[src/logic/uart_fc_pkg.sv]
// Package with constants and carrier types of the flow-controlled serial port.
//
// Contract
// - Sixteen-bit baud timer behind prescaler 1/4/12/48.
// - No transfer while baud generator disabled.
// - Timer counts up, reloads on FFFF wrap.
// - Bit rate is clock/((65536-reload)*2*prescale).
// - Start low, data LSB first, option, stop high.
// - Data length selectable 5, 6, 7 or 8.
// - Parity even/odd/mark/space generated and checked.
// - Stop short one bit, long 1.5 or 2.
// - No extra bit with parity; 2 stops 6-8.
// - CTS and RTS each work only when enabled.
// - CTS high halts after current byte.
// - RTS high while receive buffer full.
// - Data write starts transmission, LSB first.
// - Done flag at stop start; interrupt if enabled.
// - Receive enabled frames start on start condition.
// - Store only with room and filter passing.
// - Full buffer discards new byte, keeps old.
// - Ready flag set on push; interrupt if enabled.
// - Received extra or stop bit is readable.
// - Buffer byte counts always readable.
package uart_fc_pkg;

  // Prescaler select codes and their divide factors.
  localparam logic [1:0] PRESC_SEL_1 = 2'h0;
  localparam logic [1:0] PRESC_SEL_4 = 2'h1;
  localparam logic [1:0] PRESC_SEL_12 = 2'h2;
  localparam logic [1:0] PRESC_SEL_48 = 2'h3;
  localparam logic [5:0] PRESC_DIV_1 = 6'h01;
  localparam logic [5:0] PRESC_DIV_4 = 6'h04;
  localparam logic [5:0] PRESC_DIV_12 = 6'h0C;
  localparam logic [5:0] PRESC_DIV_48 = 6'h30;

  // Timer wrap point and reset values.
  localparam logic [15:0] TIMER_TOP = 16'hFFFF;
  localparam logic [15:0] RELOAD_RST = 16'h0000;
  localparam logic [5:0] PRESC_CNT_RST = 6'h00;

  // Data length codes: code 0 is five bits, code 3 is eight bits.
  localparam logic [1:0] LEN_5 = 2'h0;
  localparam logic [2:0] LEN_BASE_LAST = 3'h4;

  // Parity kind codes.
  localparam logic [1:0] PAR_ODD = 2'h0;
  localparam logic [1:0] PAR_EVEN = 2'h1;
  localparam logic [1:0] PAR_MARK = 2'h2;
  localparam logic [1:0] PAR_SPACE = 2'h3;

  // Stop lengths in half-bit ticks (the timer wraps twice per bit).
  localparam logic [2:0] STOP_SHORT_HALVES = 3'h2;
  localparam logic [2:0] STOP_MID_HALVES = 3'h3;
  localparam logic [2:0] STOP_LONG_HALVES = 3'h4;

  // Clock rate and the length of the input synchroniser.
  localparam int CLK_HZ = 50000000;
  localparam int SYNC_STAGES = 3;

  // Baud generator configuration (baud_control plus reload bytes).
  typedef struct packed {
    logic enable;
    logic [1:0] presc_sel;
    logic [7:0] reload_high;
    logic [7:0] reload_low;
  } baud_cfg_t;

  // Frame format configuration (serial_mode_reg fields).
  typedef struct packed {
    logic [1:0] data_len;
    logic parity_enable;
    logic [1:0] parity_kind;
    logic extra_bit_enable;
    logic stop_long;
    logic multiproc_filter_enable;
  } frame_cfg_t;

  // Readable byte counts of both buffers (buffer_count_reg).
  typedef struct packed {
    logic rx_count;
    logic tx_count;
  } buffer_count_t;

endpackage

[src/logic/baud_tick_gen.sv]
// Prescaled 16-bit reload timer that emits one tick per half bit.
`timescale 1ns/1ps
module baud_tick_gen (
  input wire logic i_clk,
  input wire logic i_rst_n,
  input wire uart_fc_pkg::baud_cfg_t i_cfg,
  input wire logic i_restart,
  output logic o_tick
);
  import uart_fc_pkg::*;

  logic [5:0] presc_cnt_reg; // Prescaler phase counter.
  logic [5:0] presc_div; // Selected divide factor.
  logic pre_tick; // One cycle per prescaled timer tick.
  logic [15:0] timer_reg; // Up-counting baud timer.
  logic [15:0] reload_value; // Joined baud_reload_value.

  assign reload_value = {i_cfg.reload_high, i_cfg.reload_low};

  // Decode the prescaler select into a divide factor.
  always_comb begin
    unique case (i_cfg.presc_sel)
      PRESC_SEL_1: presc_div = PRESC_DIV_1;
      PRESC_SEL_4: presc_div = PRESC_DIV_4;
      PRESC_SEL_12: presc_div = PRESC_DIV_12;
      PRESC_SEL_48: presc_div = PRESC_DIV_48;
    endcase
  end

  assign pre_tick = (presc_cnt_reg == presc_div - 6'h01);

  // Prescaler; a restart realigns it so a receiver can lock to an edge.
  always_ff @(posedge i_clk or negedge i_rst_n) begin
    if (!i_rst_n) begin
      presc_cnt_reg <= PRESC_CNT_RST;
    end else if (!i_cfg.enable || i_restart || pre_tick) begin
      presc_cnt_reg <= PRESC_CNT_RST;
    end else begin
      presc_cnt_reg <= presc_cnt_reg + 6'h01;
    end
  end

  // Timer counts up and reloads on the wrap; two wraps make one bit.
  always_ff @(posedge i_clk or negedge i_rst_n) begin
    if (!i_rst_n) begin
      timer_reg <= RELOAD_RST;
      o_tick <= 1'b0;
    end else if (!i_cfg.enable || i_restart) begin
      timer_reg <= reload_value;
      o_tick <= 1'b0;
    end else if (pre_tick) begin
      if (timer_reg == TIMER_TOP) begin
        timer_reg <= reload_value;
      end else begin
        timer_reg <= timer_reg + 16'h0001;
      end
      o_tick <= (timer_reg == TIMER_TOP);
    end else begin
      o_tick <= 1'b0;
    end
  end

  property p_timer_reload;
    @(posedge i_clk) disable iff (!i_rst_n)
    (i_cfg.enable && !i_restart && pre_tick && timer_reg == TIMER_TOP)
      |=> (timer_reg == $past(reload_value)) && o_tick;
  endproperty
  a_timer_reload: assert property (p_timer_reload)
    else $error("Baud timer did not reload on wrap.");

  property p_no_tick_disabled;
    @(posedge i_clk) disable iff (!i_rst_n)
    !i_cfg.enable |=> !o_tick;
  endproperty
  a_no_tick_disabled: assert property (p_no_tick_disabled)
    else $error("Baud tick while generator disabled.");

endmodule

[src/logic/uart_fc_top.sv]
// Full-duplex serial port with baud generator, framing and flow control.
`timescale 1ns/1ps
module uart_fc_top (
  input wire logic i_clk,
  input wire logic i_rst_n,
  input wire uart_fc_pkg::baud_cfg_t i_baud_cfg,
  input wire uart_fc_pkg::frame_cfg_t i_frame_cfg,
  input wire logic i_rx_enable,
  input wire logic i_data_wr,
  input wire logic [7:0] i_data_wdata,
  input wire logic i_data_rd,
  input wire logic i_tx_extra_bit,
  input wire logic i_tx_done_clr,
  input wire logic i_rx_ready_clr,
  input wire logic i_parity_err_clr,
  input wire logic i_tx_irq_en,
  input wire logic i_rx_irq_en,
  input wire logic i_cts_enable,
  input wire logic i_rts_enable,
  input wire logic i_rx,
  input wire logic i_cts,
  output logic o_tx,
  output logic o_rts,
  output logic [7:0] o_data_rdata,
  output logic o_rx_extra_bit,
  output logic o_tx_done_flag,
  output logic o_rx_ready_flag,
  output logic o_parity_err_flag,
  output logic o_tx_irq,
  output logic o_rx_irq,
  output uart_fc_pkg::buffer_count_t o_buffer_count
);
  import uart_fc_pkg::*;

  typedef enum logic [4:0] {
    ST_IDLE = 5'h01,
    ST_START = 5'h02,
    ST_DATA = 5'h04,
    ST_NINTH = 5'h08,
    ST_STOP = 5'h10
  } frame_state_t;

  frame_state_t tx_state_reg; // Transmit sequencer state.
  frame_state_t rx_state_reg; // Receive sequencer state.
  logic tx_tick; // Free-running half-bit tick for the transmitter.
  logic rx_tick; // Half-bit tick realigned to each received start edge.
  logic rx_restart; // Start edge seen; realigns the receive timer.
  logic [2:0] rx_sync_reg; // Three-stage RX synchroniser.
  logic [2:0] cts_sync_reg; // Three-stage CTS synchroniser.
  logic rx_filt_reg; // Accepted RX level.
  logic rx_prev_reg; // Previous accepted RX level, for edge finding.
  logic cts_filt_reg; // Accepted CTS level.
  logic [2:0] last_idx; // Index of the final data bit.
  logic ninth_used; // Parity or extra bit present in the frame.
  logic [2:0] stop_halves; // Stop length in half-bit ticks.
  logic [7:0] tx_buf_reg; // Single-byte transmit holding buffer.
  logic tx_buf_extra_reg; // Extra bit captured with the byte.
  logic tx_buf_valid_reg; // Holding buffer occupied.
  logic [7:0] tx_shift_reg; // Byte on the wire.
  logic tx_ninth_reg; // Parity or extra bit on the wire.
  logic tx_phase_reg; // Second half of the current bit.
  logic [2:0] tx_idx_reg; // Transmit bit index or stop half count.
  logic tx_launch; // Holding buffer moves onto the wire.
  logic cts_block; // Remote party asks us to stop.
  logic [7:0] rx_shift_reg; // Byte being assembled.
  logic rx_ninth_reg; // Received parity or extra bit.
  logic rx_phase_reg; // Half-bit phase within a received bit.
  logic [2:0] rx_idx_reg; // Receive bit index.
  logic rx_done; // Stop bit sampled; frame complete.
  logic rx_tag_bit; // Extra bit or stop bit of the current frame.
  logic rx_filter_ok; // Multiprocessor filter lets the frame in.
  logic rx_push; // Frame enters the receive buffer.
  logic rx_full_reg; // Receive buffer occupied.
  logic [7:0] mask; // Keeps only the configured data bits.

  // Parity of the given data for the selected kind.
  function automatic logic parity_of(input logic [7:0] d,
                                     input logic [1:0] kind);
    logic p;
    p = ^d;
    unique case (kind)
      PAR_ODD: parity_of = ~p;
      PAR_EVEN: parity_of = p;
      PAR_MARK: parity_of = 1'b1;
      PAR_SPACE: parity_of = 1'b0;
    endcase
  endfunction

  // Transmit timer runs free; the receive one restarts on each start edge seen while idle.
  baud_tick_gen u_tx_baud (
    .i_clk(i_clk),
    .i_rst_n(i_rst_n),
    .i_cfg(i_baud_cfg),
    .i_restart(1'b0),
    .o_tick(tx_tick)
  );

  baud_tick_gen u_rx_baud (
    .i_clk(i_clk),
    .i_rst_n(i_rst_n),
    .i_cfg(i_baud_cfg),
    .i_restart(rx_restart),
    .o_tick(rx_tick)
  );

  // Frame shape: length, optional ninth bit and stop length.
  assign last_idx = LEN_BASE_LAST + {1'b0, i_frame_cfg.data_len};
  // The extra bit is ignored while parity is on.
  assign ninth_used = i_frame_cfg.parity_enable
                    | i_frame_cfg.extra_bit_enable;
  // A five-bit frame gets 1.5 stops when long, the others get two.
  always_comb begin
    if (!i_frame_cfg.stop_long) begin
      stop_halves = STOP_SHORT_HALVES;
    end else if (i_frame_cfg.data_len == LEN_5) begin
      stop_halves = STOP_MID_HALVES;
    end else begin
      stop_halves = STOP_LONG_HALVES;
    end
  end
  assign mask = 8'hFF >> (3'h7 - last_idx);

  // Both pins pass three flops; a level is accepted once the last two stages agree.
  always_ff @(posedge i_clk or negedge i_rst_n) begin
    if (!i_rst_n) begin
      rx_sync_reg <= 3'h7;
      cts_sync_reg <= 3'h0;
      rx_filt_reg <= 1'b1;
      rx_prev_reg <= 1'b1;
      cts_filt_reg <= 1'b0;
    end else begin
      rx_sync_reg <= {rx_sync_reg[1:0], i_rx};
      cts_sync_reg <= {cts_sync_reg[1:0], i_cts};
      if (rx_sync_reg[1] == rx_sync_reg[2]) begin
        rx_filt_reg <= rx_sync_reg[2];
      end
      if (cts_sync_reg[1] == cts_sync_reg[2]) begin
        cts_filt_reg <= cts_sync_reg[2];
      end
      rx_prev_reg <= rx_filt_reg;
    end
  end

  // CTS only matters when routed in; it is checked between bytes only.
  assign cts_block = i_cts_enable & cts_filt_reg;
  assign tx_launch = (tx_state_reg == ST_IDLE) & tx_buf_valid_reg
                   & i_baud_cfg.enable & !cts_block & tx_tick;

  // Holding buffer; a write while full overwrites the waiting byte.
  always_ff @(posedge i_clk or negedge i_rst_n) begin
    if (!i_rst_n) begin
      tx_buf_reg <= 8'h00;
      tx_buf_extra_reg <= 1'b0;
      tx_buf_valid_reg <= 1'b0;
    end else if (i_data_wr) begin
      tx_buf_reg <= i_data_wdata;
      tx_buf_extra_reg <= i_tx_extra_bit;
      tx_buf_valid_reg <= 1'b1;
    end else if (tx_launch) begin
      tx_buf_valid_reg <= 1'b0;
    end
  end

  // Transmit sequencer; the line level is registered with the state.
  always_ff @(posedge i_clk or negedge i_rst_n) begin
    if (!i_rst_n) begin
      tx_state_reg <= ST_IDLE;
      o_tx <= 1'b1;
      tx_shift_reg <= 8'h00;
      tx_ninth_reg <= 1'b0;
      tx_phase_reg <= 1'b0;
      tx_idx_reg <= 3'h0;
    end else if (!i_baud_cfg.enable) begin
      tx_state_reg <= ST_IDLE;
      o_tx <= 1'b1;
    end else if (tx_launch) begin
      tx_state_reg <= ST_START;
      o_tx <= 1'b0;
      tx_shift_reg <= tx_buf_reg & mask;
      tx_ninth_reg <= i_frame_cfg.parity_enable
                    ? parity_of(tx_buf_reg & mask, i_frame_cfg.parity_kind)
                    : tx_buf_extra_reg;
      tx_phase_reg <= 1'b0;
      tx_idx_reg <= 3'h0;
    end else if (tx_tick && tx_state_reg != ST_IDLE) begin
      tx_phase_reg <= ~tx_phase_reg;
      unique case (tx_state_reg)
        ST_START: begin
          if (tx_phase_reg) begin
            tx_state_reg <= ST_DATA;
            o_tx <= tx_shift_reg[0];
          end
        end
        ST_DATA: begin
          if (tx_phase_reg && tx_idx_reg == last_idx) begin
            tx_idx_reg <= 3'h1;
            tx_state_reg <= ninth_used ? ST_NINTH : ST_STOP;
            o_tx <= ninth_used ? tx_ninth_reg : 1'b1;
          end else if (tx_phase_reg) begin
            tx_idx_reg <= tx_idx_reg + 3'h1;
            o_tx <= tx_shift_reg[tx_idx_reg + 3'h1];
          end
        end
        ST_NINTH: begin
          if (tx_phase_reg) begin
            tx_state_reg <= ST_STOP;
            o_tx <= 1'b1;
          end
        end
        default: begin
          // Stop period counted in halves so 1.5 bits is possible.
          if (tx_idx_reg >= stop_halves) begin
            tx_state_reg <= ST_IDLE;
          end
          tx_idx_reg <= tx_idx_reg + 3'h1;
        end
      endcase
    end
  end

  // Done flag rises as the stop bit starts; a same-cycle clear loses.
  always_ff @(posedge i_clk or negedge i_rst_n) begin
    if (!i_rst_n) begin
      o_tx_done_flag <= 1'b0;
    end else if (tx_tick && tx_phase_reg && i_baud_cfg.enable &&
                 ((tx_state_reg == ST_DATA && tx_idx_reg == last_idx &&
                   !ninth_used) || tx_state_reg == ST_NINTH)) begin
      o_tx_done_flag <= 1'b1;
    end else if (i_tx_done_clr) begin
      o_tx_done_flag <= 1'b0;
    end
  end

  assign rx_restart = (rx_state_reg == ST_IDLE) & i_rx_enable
                    & i_baud_cfg.enable & !rx_filt_reg
                    & rx_prev_reg;
  assign rx_done = (rx_state_reg == ST_STOP) & rx_tick & rx_phase_reg;
  assign rx_tag_bit = i_frame_cfg.extra_bit_enable
                    & !i_frame_cfg.parity_enable
                    ? rx_ninth_reg : rx_filt_reg;
  assign rx_filter_ok = !i_frame_cfg.multiproc_filter_enable
                      | rx_tag_bit;
  assign rx_push = rx_done & !rx_full_reg & rx_filter_ok;

  // Receive sequencer; the start bit is rechecked half a bit in.
  always_ff @(posedge i_clk or negedge i_rst_n) begin
    if (!i_rst_n) begin
      rx_state_reg <= ST_IDLE;
      rx_shift_reg <= 8'h00;
      rx_ninth_reg <= 1'b0;
      rx_phase_reg <= 1'b0;
      rx_idx_reg <= 3'h0;
    end else if (!i_baud_cfg.enable) begin
      rx_state_reg <= ST_IDLE;
    end else if (rx_restart) begin
      rx_state_reg <= ST_START;
      rx_shift_reg <= 8'h00;
      rx_idx_reg <= 3'h0;
    end else if (rx_tick) begin
      unique case (rx_state_reg)
        ST_START: begin
          // A glitch shorter than half a bit is dropped here.
          rx_state_reg <= rx_filt_reg ? ST_IDLE : ST_DATA;
          rx_phase_reg <= 1'b0;
        end
        ST_DATA: begin
          rx_phase_reg <= ~rx_phase_reg;
          if (rx_phase_reg) begin
            rx_shift_reg[rx_idx_reg] <= rx_filt_reg;
            rx_idx_reg <= rx_idx_reg + 3'h1;
            if (rx_idx_reg == last_idx) begin
              rx_state_reg <= ninth_used ? ST_NINTH : ST_STOP;
            end
          end
        end
        ST_NINTH: begin
          rx_phase_reg <= ~rx_phase_reg;
          if (rx_phase_reg) begin
            rx_ninth_reg <= rx_filt_reg;
            rx_state_reg <= ST_STOP;
          end
        end
        ST_STOP: begin
          rx_phase_reg <= ~rx_phase_reg;
          if (rx_phase_reg) begin
            rx_state_reg <= ST_IDLE;
          end
        end
        default: begin
          rx_state_reg <= ST_IDLE;
        end
      endcase
    end
  end

  // Receive buffer; a full buffer keeps its byte and drops the new one.
  always_ff @(posedge i_clk or negedge i_rst_n) begin
    if (!i_rst_n) begin
      rx_full_reg <= 1'b0;
      o_data_rdata <= 8'h00;
      o_rx_extra_bit <= 1'b0;
    end else if (rx_push) begin
      rx_full_reg <= 1'b1;
      o_data_rdata <= rx_shift_reg;
      o_rx_extra_bit <= rx_tag_bit;
    end else if (i_data_rd) begin
      rx_full_reg <= 1'b0; // Reads while empty return the old byte.
    end
  end

  // Ready and parity error flags; hardware setting beats clearing.
  always_ff @(posedge i_clk or negedge i_rst_n) begin
    if (!i_rst_n) begin
      o_rx_ready_flag <= 1'b0;
      o_parity_err_flag <= 1'b0;
    end else begin
      if (rx_push) begin
        o_rx_ready_flag <= 1'b1;
      end else if (i_rx_ready_clr) begin
        o_rx_ready_flag <= 1'b0;
      end
      if (rx_push && i_frame_cfg.parity_enable &&
          rx_ninth_reg != parity_of(rx_shift_reg & mask,
                                    i_frame_cfg.parity_kind)) begin
        o_parity_err_flag <= 1'b1;
      end else if (i_parity_err_clr) begin
        o_parity_err_flag <= 1'b0;
      end
    end
  end

  // RTS is asserted only when routed out and the buffer is full.
  assign o_rts = i_rts_enable & rx_full_reg;
  assign o_tx_irq = o_tx_done_flag & i_tx_irq_en;
  assign o_rx_irq = o_rx_ready_flag & i_rx_irq_en;
  assign o_buffer_count = '{rx_count: rx_full_reg,
                            tx_count: tx_buf_valid_reg};

  property p_start_low;
    @(posedge i_clk) disable iff (!i_rst_n)
    tx_launch |=> (tx_state_reg == ST_START) && !o_tx;
  endproperty
  a_start_low: assert property (p_start_low)
    else $error("Launch did not drive a low start bit.");

  property p_done_at_stop;
    @(posedge i_clk) disable iff (!i_rst_n)
    (tx_state_reg == ST_STOP) && ($past(tx_state_reg) != ST_STOP)
      |-> o_tx_done_flag && o_tx;
  endproperty
  a_done_at_stop: assert property (p_done_at_stop)
    else $error("Done flag missing at stop start.");

  property p_cts_hold;
    @(posedge i_clk) disable iff (!i_rst_n)
    (tx_state_reg == ST_IDLE) && cts_block |=> tx_state_reg == ST_IDLE;
  endproperty
  a_cts_hold: assert property (p_cts_hold)
    else $error("Byte started while CTS asked to halt.");

  property p_disabled_idle;
    @(posedge i_clk) disable iff (!i_rst_n)
    !i_baud_cfg.enable |=> (tx_state_reg == ST_IDLE)
                           && (rx_state_reg == ST_IDLE) && o_tx;
  endproperty
  a_disabled_idle: assert property (p_disabled_idle)
    else $error("Port active with baud generator disabled.");

  property p_overrun_keeps;
    @(posedge i_clk) disable iff (!i_rst_n)
    rx_done && rx_full_reg && !i_data_rd
      |=> $stable(o_data_rdata) && rx_full_reg;
  endproperty
  a_overrun_keeps: assert property (p_overrun_keeps)
    else $error("Buffered byte changed on overrun.");

  property p_push_flags;
    @(posedge i_clk) disable iff (!i_rst_n)
    rx_push |=> o_rx_ready_flag && (o_rts == i_rts_enable)
                && o_buffer_count.rx_count;
  endproperty
  a_push_flags: assert property (p_push_flags)
    else $error("Push did not set ready, RTS or count.");

  property p_filter_drop;
    @(posedge i_clk) disable iff (!i_rst_n)
    rx_done && !rx_full_reg && i_frame_cfg.multiproc_filter_enable
      && !rx_tag_bit |=> !rx_full_reg;
  endproperty
  a_filter_drop: assert property (p_filter_drop)
    else $error("Filtered frame entered the buffer.");

  property p_start_confirm;
    @(posedge i_clk) disable iff (!i_rst_n)
    (rx_state_reg == ST_START) && rx_tick && rx_filt_reg
      && i_baud_cfg.enable |=> rx_state_reg == ST_IDLE;
  endproperty
  a_start_confirm: assert property (p_start_confirm)
    else $error("False start bit was accepted.");

  c_tx_frame: cover property (@(posedge i_clk) disable iff (!i_rst_n)
    (tx_state_reg == ST_STOP) ##1 (tx_state_reg == ST_IDLE));
  c_rx_push: cover property (@(posedge i_clk) disable iff (!i_rst_n)
    rx_push);
  c_cts_wait: cover property (@(posedge i_clk) disable iff (!i_rst_n)
    tx_buf_valid_reg && cts_block && tx_state_reg == ST_IDLE);
  c_overrun: cover property (@(posedge i_clk) disable iff (!i_rst_n)
    rx_done && rx_full_reg);

endmodule

[config.mk]
export PLATFORM = sky130hd
export DESIGN_NAME = uart_fc_top
export DESIGN_NICKNAME = d
export VERILOG_FILES = /design/src/logic/uart_fc_pkg.sv /design/src/logic/baud_tick_gen.sv /design/src/logic/uart_fc_top.sv
export SDC_FILE = /design/constraint.sdc
export NUM_CORES = 1
export LEC_CHECK = 0
export ABC_CLOCK_PERIOD_IN_PS = 2500
export BUFFER_PORTS_ARGS = -buffer_cell sky130_fd_sc_hd__buf_2
export CORE_MARGIN = 1.5
export CORE_UTILIZATION = 37
export CTS_CLUSTER_SIZE = 24
export DETAILED_ROUTE_END_ITERATION = 16
export MAX_ROUTING_LAYER = met4
export PLACE_DENSITY = 0.66
export SLEW_MARGIN = 40
export SYNTH_ARGS = -nofsm -noshare
export SYNTH_HDL_FRONTEND = slang
export SYNTH_SLANG_ARGS = --single-unit
[constraint.sdc]
create_clock -name i_clk -period 2.5 [get_ports i_clk]
set_input_delay 0.25 -clock i_clk [delete_from_list [all_inputs] [get_ports i_clk]]
set_output_delay 0.25 -clock i_clk [all_outputs]
set_load 0.01 [all_outputs]
-- After elaboration in Yosys (flattened, before gate mapping)
Index checks and enable logic that the tools add are counted.
- flip-flop bits (word level): 115
- bits of input ports: 50
- output and inout bits: 18
- word-level logic and storage cells: 236
- add/sub/neg operators: 9
- order comparisons: 4
- eq/ne operators: 40
- shift operators: 1
- mux-type cells: 77
- bitwise gates (word level): 26
- reductions and logical operators: 48
- operators with widths (cell ; count):
    16-bit two-way mux ; 6
    5-bit two-way mux ; 15
    3-bit two-way mux ; 11
    16-bit by 1-bit adder with 16-bit output (second input constant) ; 2
    16-bit equality test (second input constant) ; 2
    8-bit two-way mux ; 4
    1-bit two-way mux ; 28
    6-bit case mux with 4 select lines ; 1
    2-bit nonzero test ; 11
    5-bit case mux with 4 select lines ; 1
    5-bit AND reduction ; 4
    1-bit AND ; 17
    8-bit AND ; 2
    4-bit by 3-bit != test with 1-bit output (second input constant) ; 4
    4-bit != test (second input constant) ; 4
    8-bit parity ; 2
    5-bit case mux with 3 select lines ; 1
    6-bit by 1-bit adder with 6-bit output (second input constant) ; 2
    6-bit equality test ; 2
    6-bit two-way mux ; 2
    4-bit AND reduction ; 3
    5-bit by 1-bit equality test with 1-bit output (second input constant) ; 2
    5-bit by 2-bit equality test with 1-bit output (second input constant) ; 2
    5-bit by 3-bit equality test with 1-bit output (second input constant) ; 2
    36 further kinds ; 75

-- Depth between registers and ports, before layout
Gate-level depths: netlist of run 1.
- depth after elaboration: 10
- depth in mapped cells: 8
- mapped depth without buffers: 7

-- Cells and area by module
From an unflattened synthesis of run 1, not the netlist that was laid out.
- cell total of the unflattened synthesis: 663
- area, all modules: 6513.7 µm²
- by module, submodules not included (module ; instances ; cells an instance ; area each (µm²) ; sequential area each (µm²)):
    uart_fc_top ; 1 ; 343 ; 3609.7 ; 1736.7
    baud_tick_gen at u_rx_baud ; 1 ; 161 ; 1465.2 ; 575.6
    baud_tick_gen at u_tx_baud ; 1 ; 159 ; 1438.9 ; 575.6

-- Least setup slack after synthesis of run 1
No wires, ideal clock.
- kind: input to register
- from: input i_frame_cfg[7] in the netlist's numbering
- to: register tx_state_reg[2]
- library setup time: 120 ps
- arrival: 1902 ps
- required time: 2380 ps
- path slack: 478 ps
- cell stages on the path: 8
- path buffers: 1
- cells stage by stage: buf_4 -> nor3b_1 -> ha_1 -> nand2b_1 -> a21o_1 -> a221oi_1 -> nor2_1 -> a41o_1
- word-level cells in the longest chain between the ends: 6
- elaborated cells between the ends (all ways): 10
- those cells by class: add/sub: 1; order compare: 1; eq/ne: 3; mux: 2; reduce/logical: 3
- ends and longest elaborated chain (item ; line ; source):
    start: declaration ; uart_fc_top.sv:7 ; input wire uart_fc_pkg::frame_cfg_t i_frame_cfg,
    2-bit logical NOT ; uart_fc_top.sv:115 ; end else if (i_frame_cfg.data_len == LEN_5) begin
    3-bit two-way mux ; uart_fc_top.sv:115 ;
    3-bit two-way mux ; uart_fc_top.sv:113 ; if (!i_frame_cfg.stop_long) begin
    3-bit >= comparator ; uart_fc_top.sv:212 ; if (tx_idx_reg >= stop_halves) begin
    6-bit by 1-bit != test with 1-bit output (no line) ; -- ;
    5-bit AND reduction (no line) * ; -- ;
    end signal: assignment ; uart_fc_top.sv:197 ; tx_state_reg <= ninth_used ? ST_NINTH : ST_STOP;
    end: declaration ; uart_fc_top.sv:43 ; frame_state_t tx_state_reg;
Mark *: on every way between the ends. The rest lies on a longest branch, timed or not.
A chain may end at the register's enable or synchronous reset.

-- Final worst setup path of run 1
- from: register rx_state_reg[0]
- to: register u_rx_baud.timer_reg[8]
- word-level cells in the longest chain between the ends: 7
- elaborated cells between the ends (all ways): 8
- those cells by class: eq/ne: 1; mux: 1; bitwise: 4; reduce/logical: 2
- ends and longest elaborated chain (item ; line ; source):
    start: declaration ; uart_fc_top.sv:44 ; frame_state_t rx_state_reg;
    start signal: assignment ; uart_fc_top.sv:263 ; rx_state_reg <= rx_filt_reg ? ST_IDLE : ST_DATA;
    start signal: assignment ; uart_fc_top.sv:272 ; rx_state_reg <= ninth_used ? ST_NINTH : ST_STOP;
    5-bit by 1-bit equality test with 1-bit output * ; uart_fc_top.sv:234 ; assign rx_restart = (rx_state_reg == ST_IDLE) & i_rx_enable
    1-bit AND * ; uart_fc_top.sv:234 ;
    1-bit AND * (2 in a row) ; uart_fc_top.sv:235 ; & i_baud_cfg.enable & !rx_filt_reg
    1-bit AND * ; uart_fc_top.sv:236 ; & rx_prev_reg;
    1-bit logical OR * ; baud_tick_gen.sv:48 ; end else if (!i_cfg.enable || i_restart) begin
    16-bit two-way mux or 2-bit nonzero test (tied branches) ; -- ;
    end signal: assignment ; baud_tick_gen.sv:49 ; timer_reg <= reload_value;
    end signal: assignment ; baud_tick_gen.sv:53 ; timer_reg <= reload_value;
    end signal: assignment ; baud_tick_gen.sv:55 ; timer_reg <= timer_reg + 16'h0001;
    end: declaration ; baud_tick_gen.sv:15 ; logic [15:0] timer_reg;
Marks and branches as above.

==> results of run 1 <==
## worst max-delay path: stages (launching register included)
cell	delay [ns]
dfstp_2	0.56
nor4bb_1	0.49
a31o_1	0.31
buf_4	0.30
nor2_1	0.21
o22a_1	0.25
## where the power goes
part	leakage, nW	internal [mW]	switching [mW]	total [mW]
Sequential	1.45	2.01	0.149	2.15
Clock	0.309	1.72	0.883	2.60
Combinational	1.69	0.319	0.376	0.695
## synthesized netlist by cell type, types with 7 or more instances
cell	count	area, um^2
dfrtp_1	107	2680
nand2_1	63	236
nor2_1	34	128
nand3_1	30	150
o21ai_0	30	150
inv_1	25	93.8
mux2_2	22	248
a21oi_1	20	100
mux2i_1	20	200
xnor2_1	18	158
nor3_1	17	85.1
o22ai_1	15	93.8
and3_1	14	87.6
buf_2	14	70.1
clkbuf_1	14	52.6
nand4_1	14	87.6
o211ai_1	10	75.1
a22oi_1	9	67.6
a2bb2oi_1	9	78.8
ha_1	9	113
xor2_1	9	78.8
dfstp_2	8	210
or4_1	8	60.1
o21ai_1	7	35.0
## routing by layer
| metal | track usage, % | up-vias | wire [um] |
|---|---|---|---|
| met2 | 28.4 | 136 | 7410 |
| li1 | - | 2632 | - |
| met5 | - | - | 0 |
| met4 | 8.06 | 0 | 330 |
| met1 | 24.8 | 2669 | 7470 |
| met3 | 3.85 | 25 | 622 |
## path summary, 6_finish.rpt
check	slack [ns]	cells past startpoint	startpoint	endpoint
setup / recovery	0.26	5	rx_state_reg[0]	u_rx_baud.timer_reg[8]
hold reg to reg	0.35	0	cts_sync_reg[0]	cts_sync_reg[1]
setup reg to reg	0.26	5	rx_state_reg[0]	u_rx_baud.timer_reg[8]
max in group asynchronous	1.54	3	i_rst_n	tx_state_reg[0]
min in group asynchronous	0.29	2	i_rst_n	rx_state_reg[4]
hold / removal	0.02	2	i_data_rd	rx_full_reg
## final cells by class
class,count,area (um^2)
timing repair buffer,99,601
sequential,115,2890
tap,225,282
multi-input combinational,484,3340
inverter,26,97.6
clock buffer,19,453
fill,1668,9340
clock inverter,13,181
## metrics by stage
stage	total power [mW]	setup WS [ns]	area, um^2	hold slack, ns	instances
5_1_grt	5.70	0.118	7840	0.0121	981
4_1_cts	5.51	0.258	7840	0.00590	981
3_5_place_dp	2.87	0.282	7170	0.186	945
2_1_floorplan	2.61	0.478	6480	-0.0456	659
6_report	5.45	0.263	7840	0.0186	981
3_3_place_gp	2.86	0.256	7160	0.188	945
## kinds of logic (layout without fill, tap and decap cells)
group	Yosys count	in the layout	synth area share [%]
muxes	46	46	7.96
DFF	115	115	44.6
buffers and inverters	60	157	4.09
xor gates and xnor gates	30	30	4.60
adders and majority gates	11	11	2.05
and+or+nand+nor	232	232	18.9
AOI/OAI and AO/OA	165	165	17.8
## what timing repair did
action	CTS	global route
hold buffers	4	0
endpoints found under the hold margin	20	0
endpoints found under the setup margin	0	0
==> flow_summary.yaml, run 1 <==
synth:
  synthFlopType: "dfrtp_1"
  synth_fp_nets: 718
  synth_cell_types: 83
  synth_edf_count: 0
  syn_area_um2: 6480
  ys_seq_elements: 115
  synthArstFlopShare_pct: 100
  netlist_instances: 659
  yosysSeqAreaShare_pct: 44.6
  synth_warnings: 0
  avgSynthCellArea_um2: 9.83
die:
  initial_utilization_pct: 37.7
  fp.dieArea_um2: 18300
  rows: 48
  chipHeight_um: 135
  coreArea_um2: 17200
  die_width_um: 135
  ios: 68
route:
  via_per_inst: 5.57
  routed_wl_mm: 15.8
  drt-pass1-iter-count: 4
  drt_iter0_drc: 395
  antenna_left: 0
  drc: 0
  vias: 5462
  routedWlPerCell_um: 16.1
setup_path:
  crit_arrival_ns: 2.54
  critPathLaunchType: "register"
  worstPathRequired_ns: 2.80
  end_kind: "register"
  worstSetupPathType: "reg -> reg"
  crit_fanout: 24
clock_network:
  root_buffer: "clkbuf_16"
  cts_buffer_depth: 2
  cts_tree: "done"
  cts-htree-levels: 4
  clk_latency_ns: 0.42
  numCtsBuffers: 17
  clk_pin_slew_ns: 0.05
  post_cts_buffers: 0
  clock_sinks: 115
  ctsResizeCount: 0
grt:
  grt_max_degree: 47
  grt_overflow_total: 0
  track_usage_pct: 18.9
  grt_pass1_wl_mm: 26.3
  first_global_vias: 5270
  antenna_found_initial: 0
sta:
  finClkSkew_ns: 0.0133
  max_slew_margin_pct: 52.2
  tightest_slew_ns: 0.710
  drv_slew: 0
  min_period_over_period_pct: 89.5
  setup_tns_ns: 0
  fmax_ghz: 0.447
  setup_viol: 0
  finalHoldViolations: 0
  fin_crit_ns: 2.24
  rsz0062_at_grt: "false"
outcome:
  status: "finished, final reports clean"
layout:
  drive_above_1_share_pct: 23.0
  mostFrequentLayoutCells: "dfrtp_1, buf_2, nand2_1, nor2_1"
  area_growth_syn_to_layout_pct: 21.0
  antenna_cells: 0
  utilization_pct: 45.6
  final_nets: 802
  layout_commonest_cell: "dfrtp_1"
power:
  p_leak_nw: 3.45
  p_per_area_nw_per_um2: 695
  max-vdd-ir-drop_mv: 0.445
placement:
  hpwlAfterDp_mm: 11.3
  numPortBuffers: 67
  routabilityCongestion: 0.885
flow_run:
  maxCapViolations: 0
worst_hold_path:
  hold_path.class: "in -> reg"
Power figures use the tool's default switching activity.
==> inputs of run 2 (changes only) <==
--- a/config.mk
+++ b/config.mk
@@ -12,7 +12,7 @@
 export CTS_CLUSTER_SIZE = 24
 export DETAILED_ROUTE_END_ITERATION = 16
 export MAX_ROUTING_LAYER = met4
-export PLACE_DENSITY = 0.66
+export PLACE_DENSITY_LB_ADDON = 0.05
 export SLEW_MARGIN = 40
 export SYNTH_ARGS = -nofsm -noshare
 export SYNTH_HDL_FRONTEND = slang
==> run 2 against run 1 <==
Power is 3.6% lower. Cell area shrank 0.49%. Register-to-register slack worse by 0.04 ns. Clock skew down 0.0052 ns.
==> flow_summary.yaml, run 2 (synthesis results as in run 1) <==
outcome:
  status: "finished, final reports clean"
route:
  drt-pass1-iter-count: 5
  drc: 0
  routedWlPerCell_um: 17.4
  antenna_left: 0
  via_per_inst: 5.55
  drt_iter0_drc: 334
  vias: 5438
  routed_wl_mm: 17.1
clock_network:
  clk_pin_slew_ns: 0.05
  numCtsBuffers: 17
  clk_latency_ns: 0.41
  cts-htree-levels: 4
  cts_buffer_depth: 2
  clock_sinks: 115
  cts_tree: "done"
  root_buffer: "clkbuf_16"
  post_cts_buffers: 0
layout:
  finalNonFillerCells: 979
  area_growth_syn_to_layout_pct: 20.4
  drive_above_1_share_pct: 22.7
  layout_commonest_cell: "dfrtp_1"
  final_nets: 803
  design_area_um2: 7800
  antenna_cells: 0
  utilization_pct: 45.4
  mostFrequentLayoutCells: "dfrtp_1, buf_2, nand2_1, nor2_1"
setup_path:
  path_cells: "nor4bb_1, and3_1, o21ai_1, nor4b_1, mux2i_1"
  cpMaxStageDelayCell: "dfstp_2"
  critPathLaunchType: "register"
  crit_fanout: 6
  crit_arrival_ns: 2.60
  max_stage_delay_ns: 0.56
  worstPathRequired_ns: 2.83
  worstSetupPathType: "reg -> reg"
  end_kind: "register"
placement:
  dpl_cell_area_um2: 7180
  placed_cells: 946
  routabilityCongestion: 0.830
  numPortBuffers: 67
  hpwlAfterDp_mm: 12.1
  dp_slack_ns: 0.252
grt:
  first_global_vias: 5265
  track_usage_pct: 19.9
  grt_pass1_wl_mm: 27.7
  grt_overflow_total: 0
  antenna_found_initial: 0
  grt_max_degree: 51
power:
  intPower_mw: 3.90
  power_switching_mw: 1.35
  p_per_area_nw_per_um2: 673
  seq_power_share_pct: 41.1
  power.total_mw: 5.25
  max-vdd-ir-drop_mv: 0.444
  p_comb_share_pct: 13.6
  clkPwrFrac_pct: 45.3
  p_leak_nw: 3.44
  switching_share_pct: 25.7
die:
  rows: 48
  initial_utilization_pct: 37.7
  coreArea_um2: 17200
  die_width_um: 135
  ios: 68
  chipHeight_um: 135
  fp.dieArea_um2: 18300
flow_run:
  maxCapViolations: 0
sta:
  setup_viol: 0
  max_slew_margin_pct: 54.3
  rsz0062_at_grt: "false"
  fin_crit_ns: 2.27
  tightest_slew_ns: 0.686
  drv_slew: 0
  setup_tns_ns: 0
  min_period_over_period_pct: 91.0
  finClkSkew_ns: 0.00810
  layout_setup_ws_ns: 0.226
  fin_hold_ws_ns: 0.0285
  fmax_ghz: 0.440
  finalHoldViolations: 0
worst_hold_path:
  hold_path.class: "in -> reg"
## run 2: worst max-delay path, delay by kind of cell, from the launching register on
kind,cells,cell delay [ns]
and+or+nand+nor,3,1.20
DFF,1,0.56
AOI/OAI and AO/OA,1,0.22
muxes,1,0.22
## run 2: layer usage
metal | part of all wire (%) | track usage, % | routed length, um
met5 | 0 | - | 0
met4 | 1.2 | 5.50 | 207
met3 | 3.5 | 4.00 | 601
met2 | 49 | 32.4 | 8370
met1 | 46 | 25.1 | 7900
## run 2: path summary, 6_finish.rpt
check	startpoint	endpoint	slack [ns]	depth (start not counted)
hold / removal	i_rx_ready_clr	o_rx_ready_flag	0.03	2
setup / recovery	rx_state_reg[0]	rx_shift_reg[2]	0.23	5
setup reg to reg	rx_state_reg[0]	rx_shift_reg[2]	0.23	5
hold reg to reg	cts_sync_reg[0]	cts_sync_reg[1]	0.35	0
max in group asynchronous	i_rst_n	tx_state_reg[0]	1.34	3
min in group asynchronous	i_rst_n	o_data_rdata[3]	0.42	2
## run 2: final cells by class
cell class,count,area [um^2]
Clock buffer,24,502
Clock inverter,5,75.1
Fill cell,1676,9380
Inverter,26,97.6
Multi-Input combinational cell,484,3340
Sequential cell,115,2890
Tap cell,225,282
Timing Repair Buffer,100,621
## run 2: what timing repair did
action | 4_1_cts | 5_1_grt
gates resized for setup | 0 | 0
endpoints found under the setup margin | 0 | 0
hold buffers | 4 | 0
hold endpoints to repair | 49 | 0
## run 2: power groups by stage
stage               sequential (mW)  clock (mW)  combinational [mW]
floorplan                      2.14           0               0.468
global placement               2.18           0               0.696
detailed placement             2.18           0               0.713
CTS                            2.15        2.45               0.720
global route                   2.18        2.55               0.786
finish                         2.16        2.38               0.715
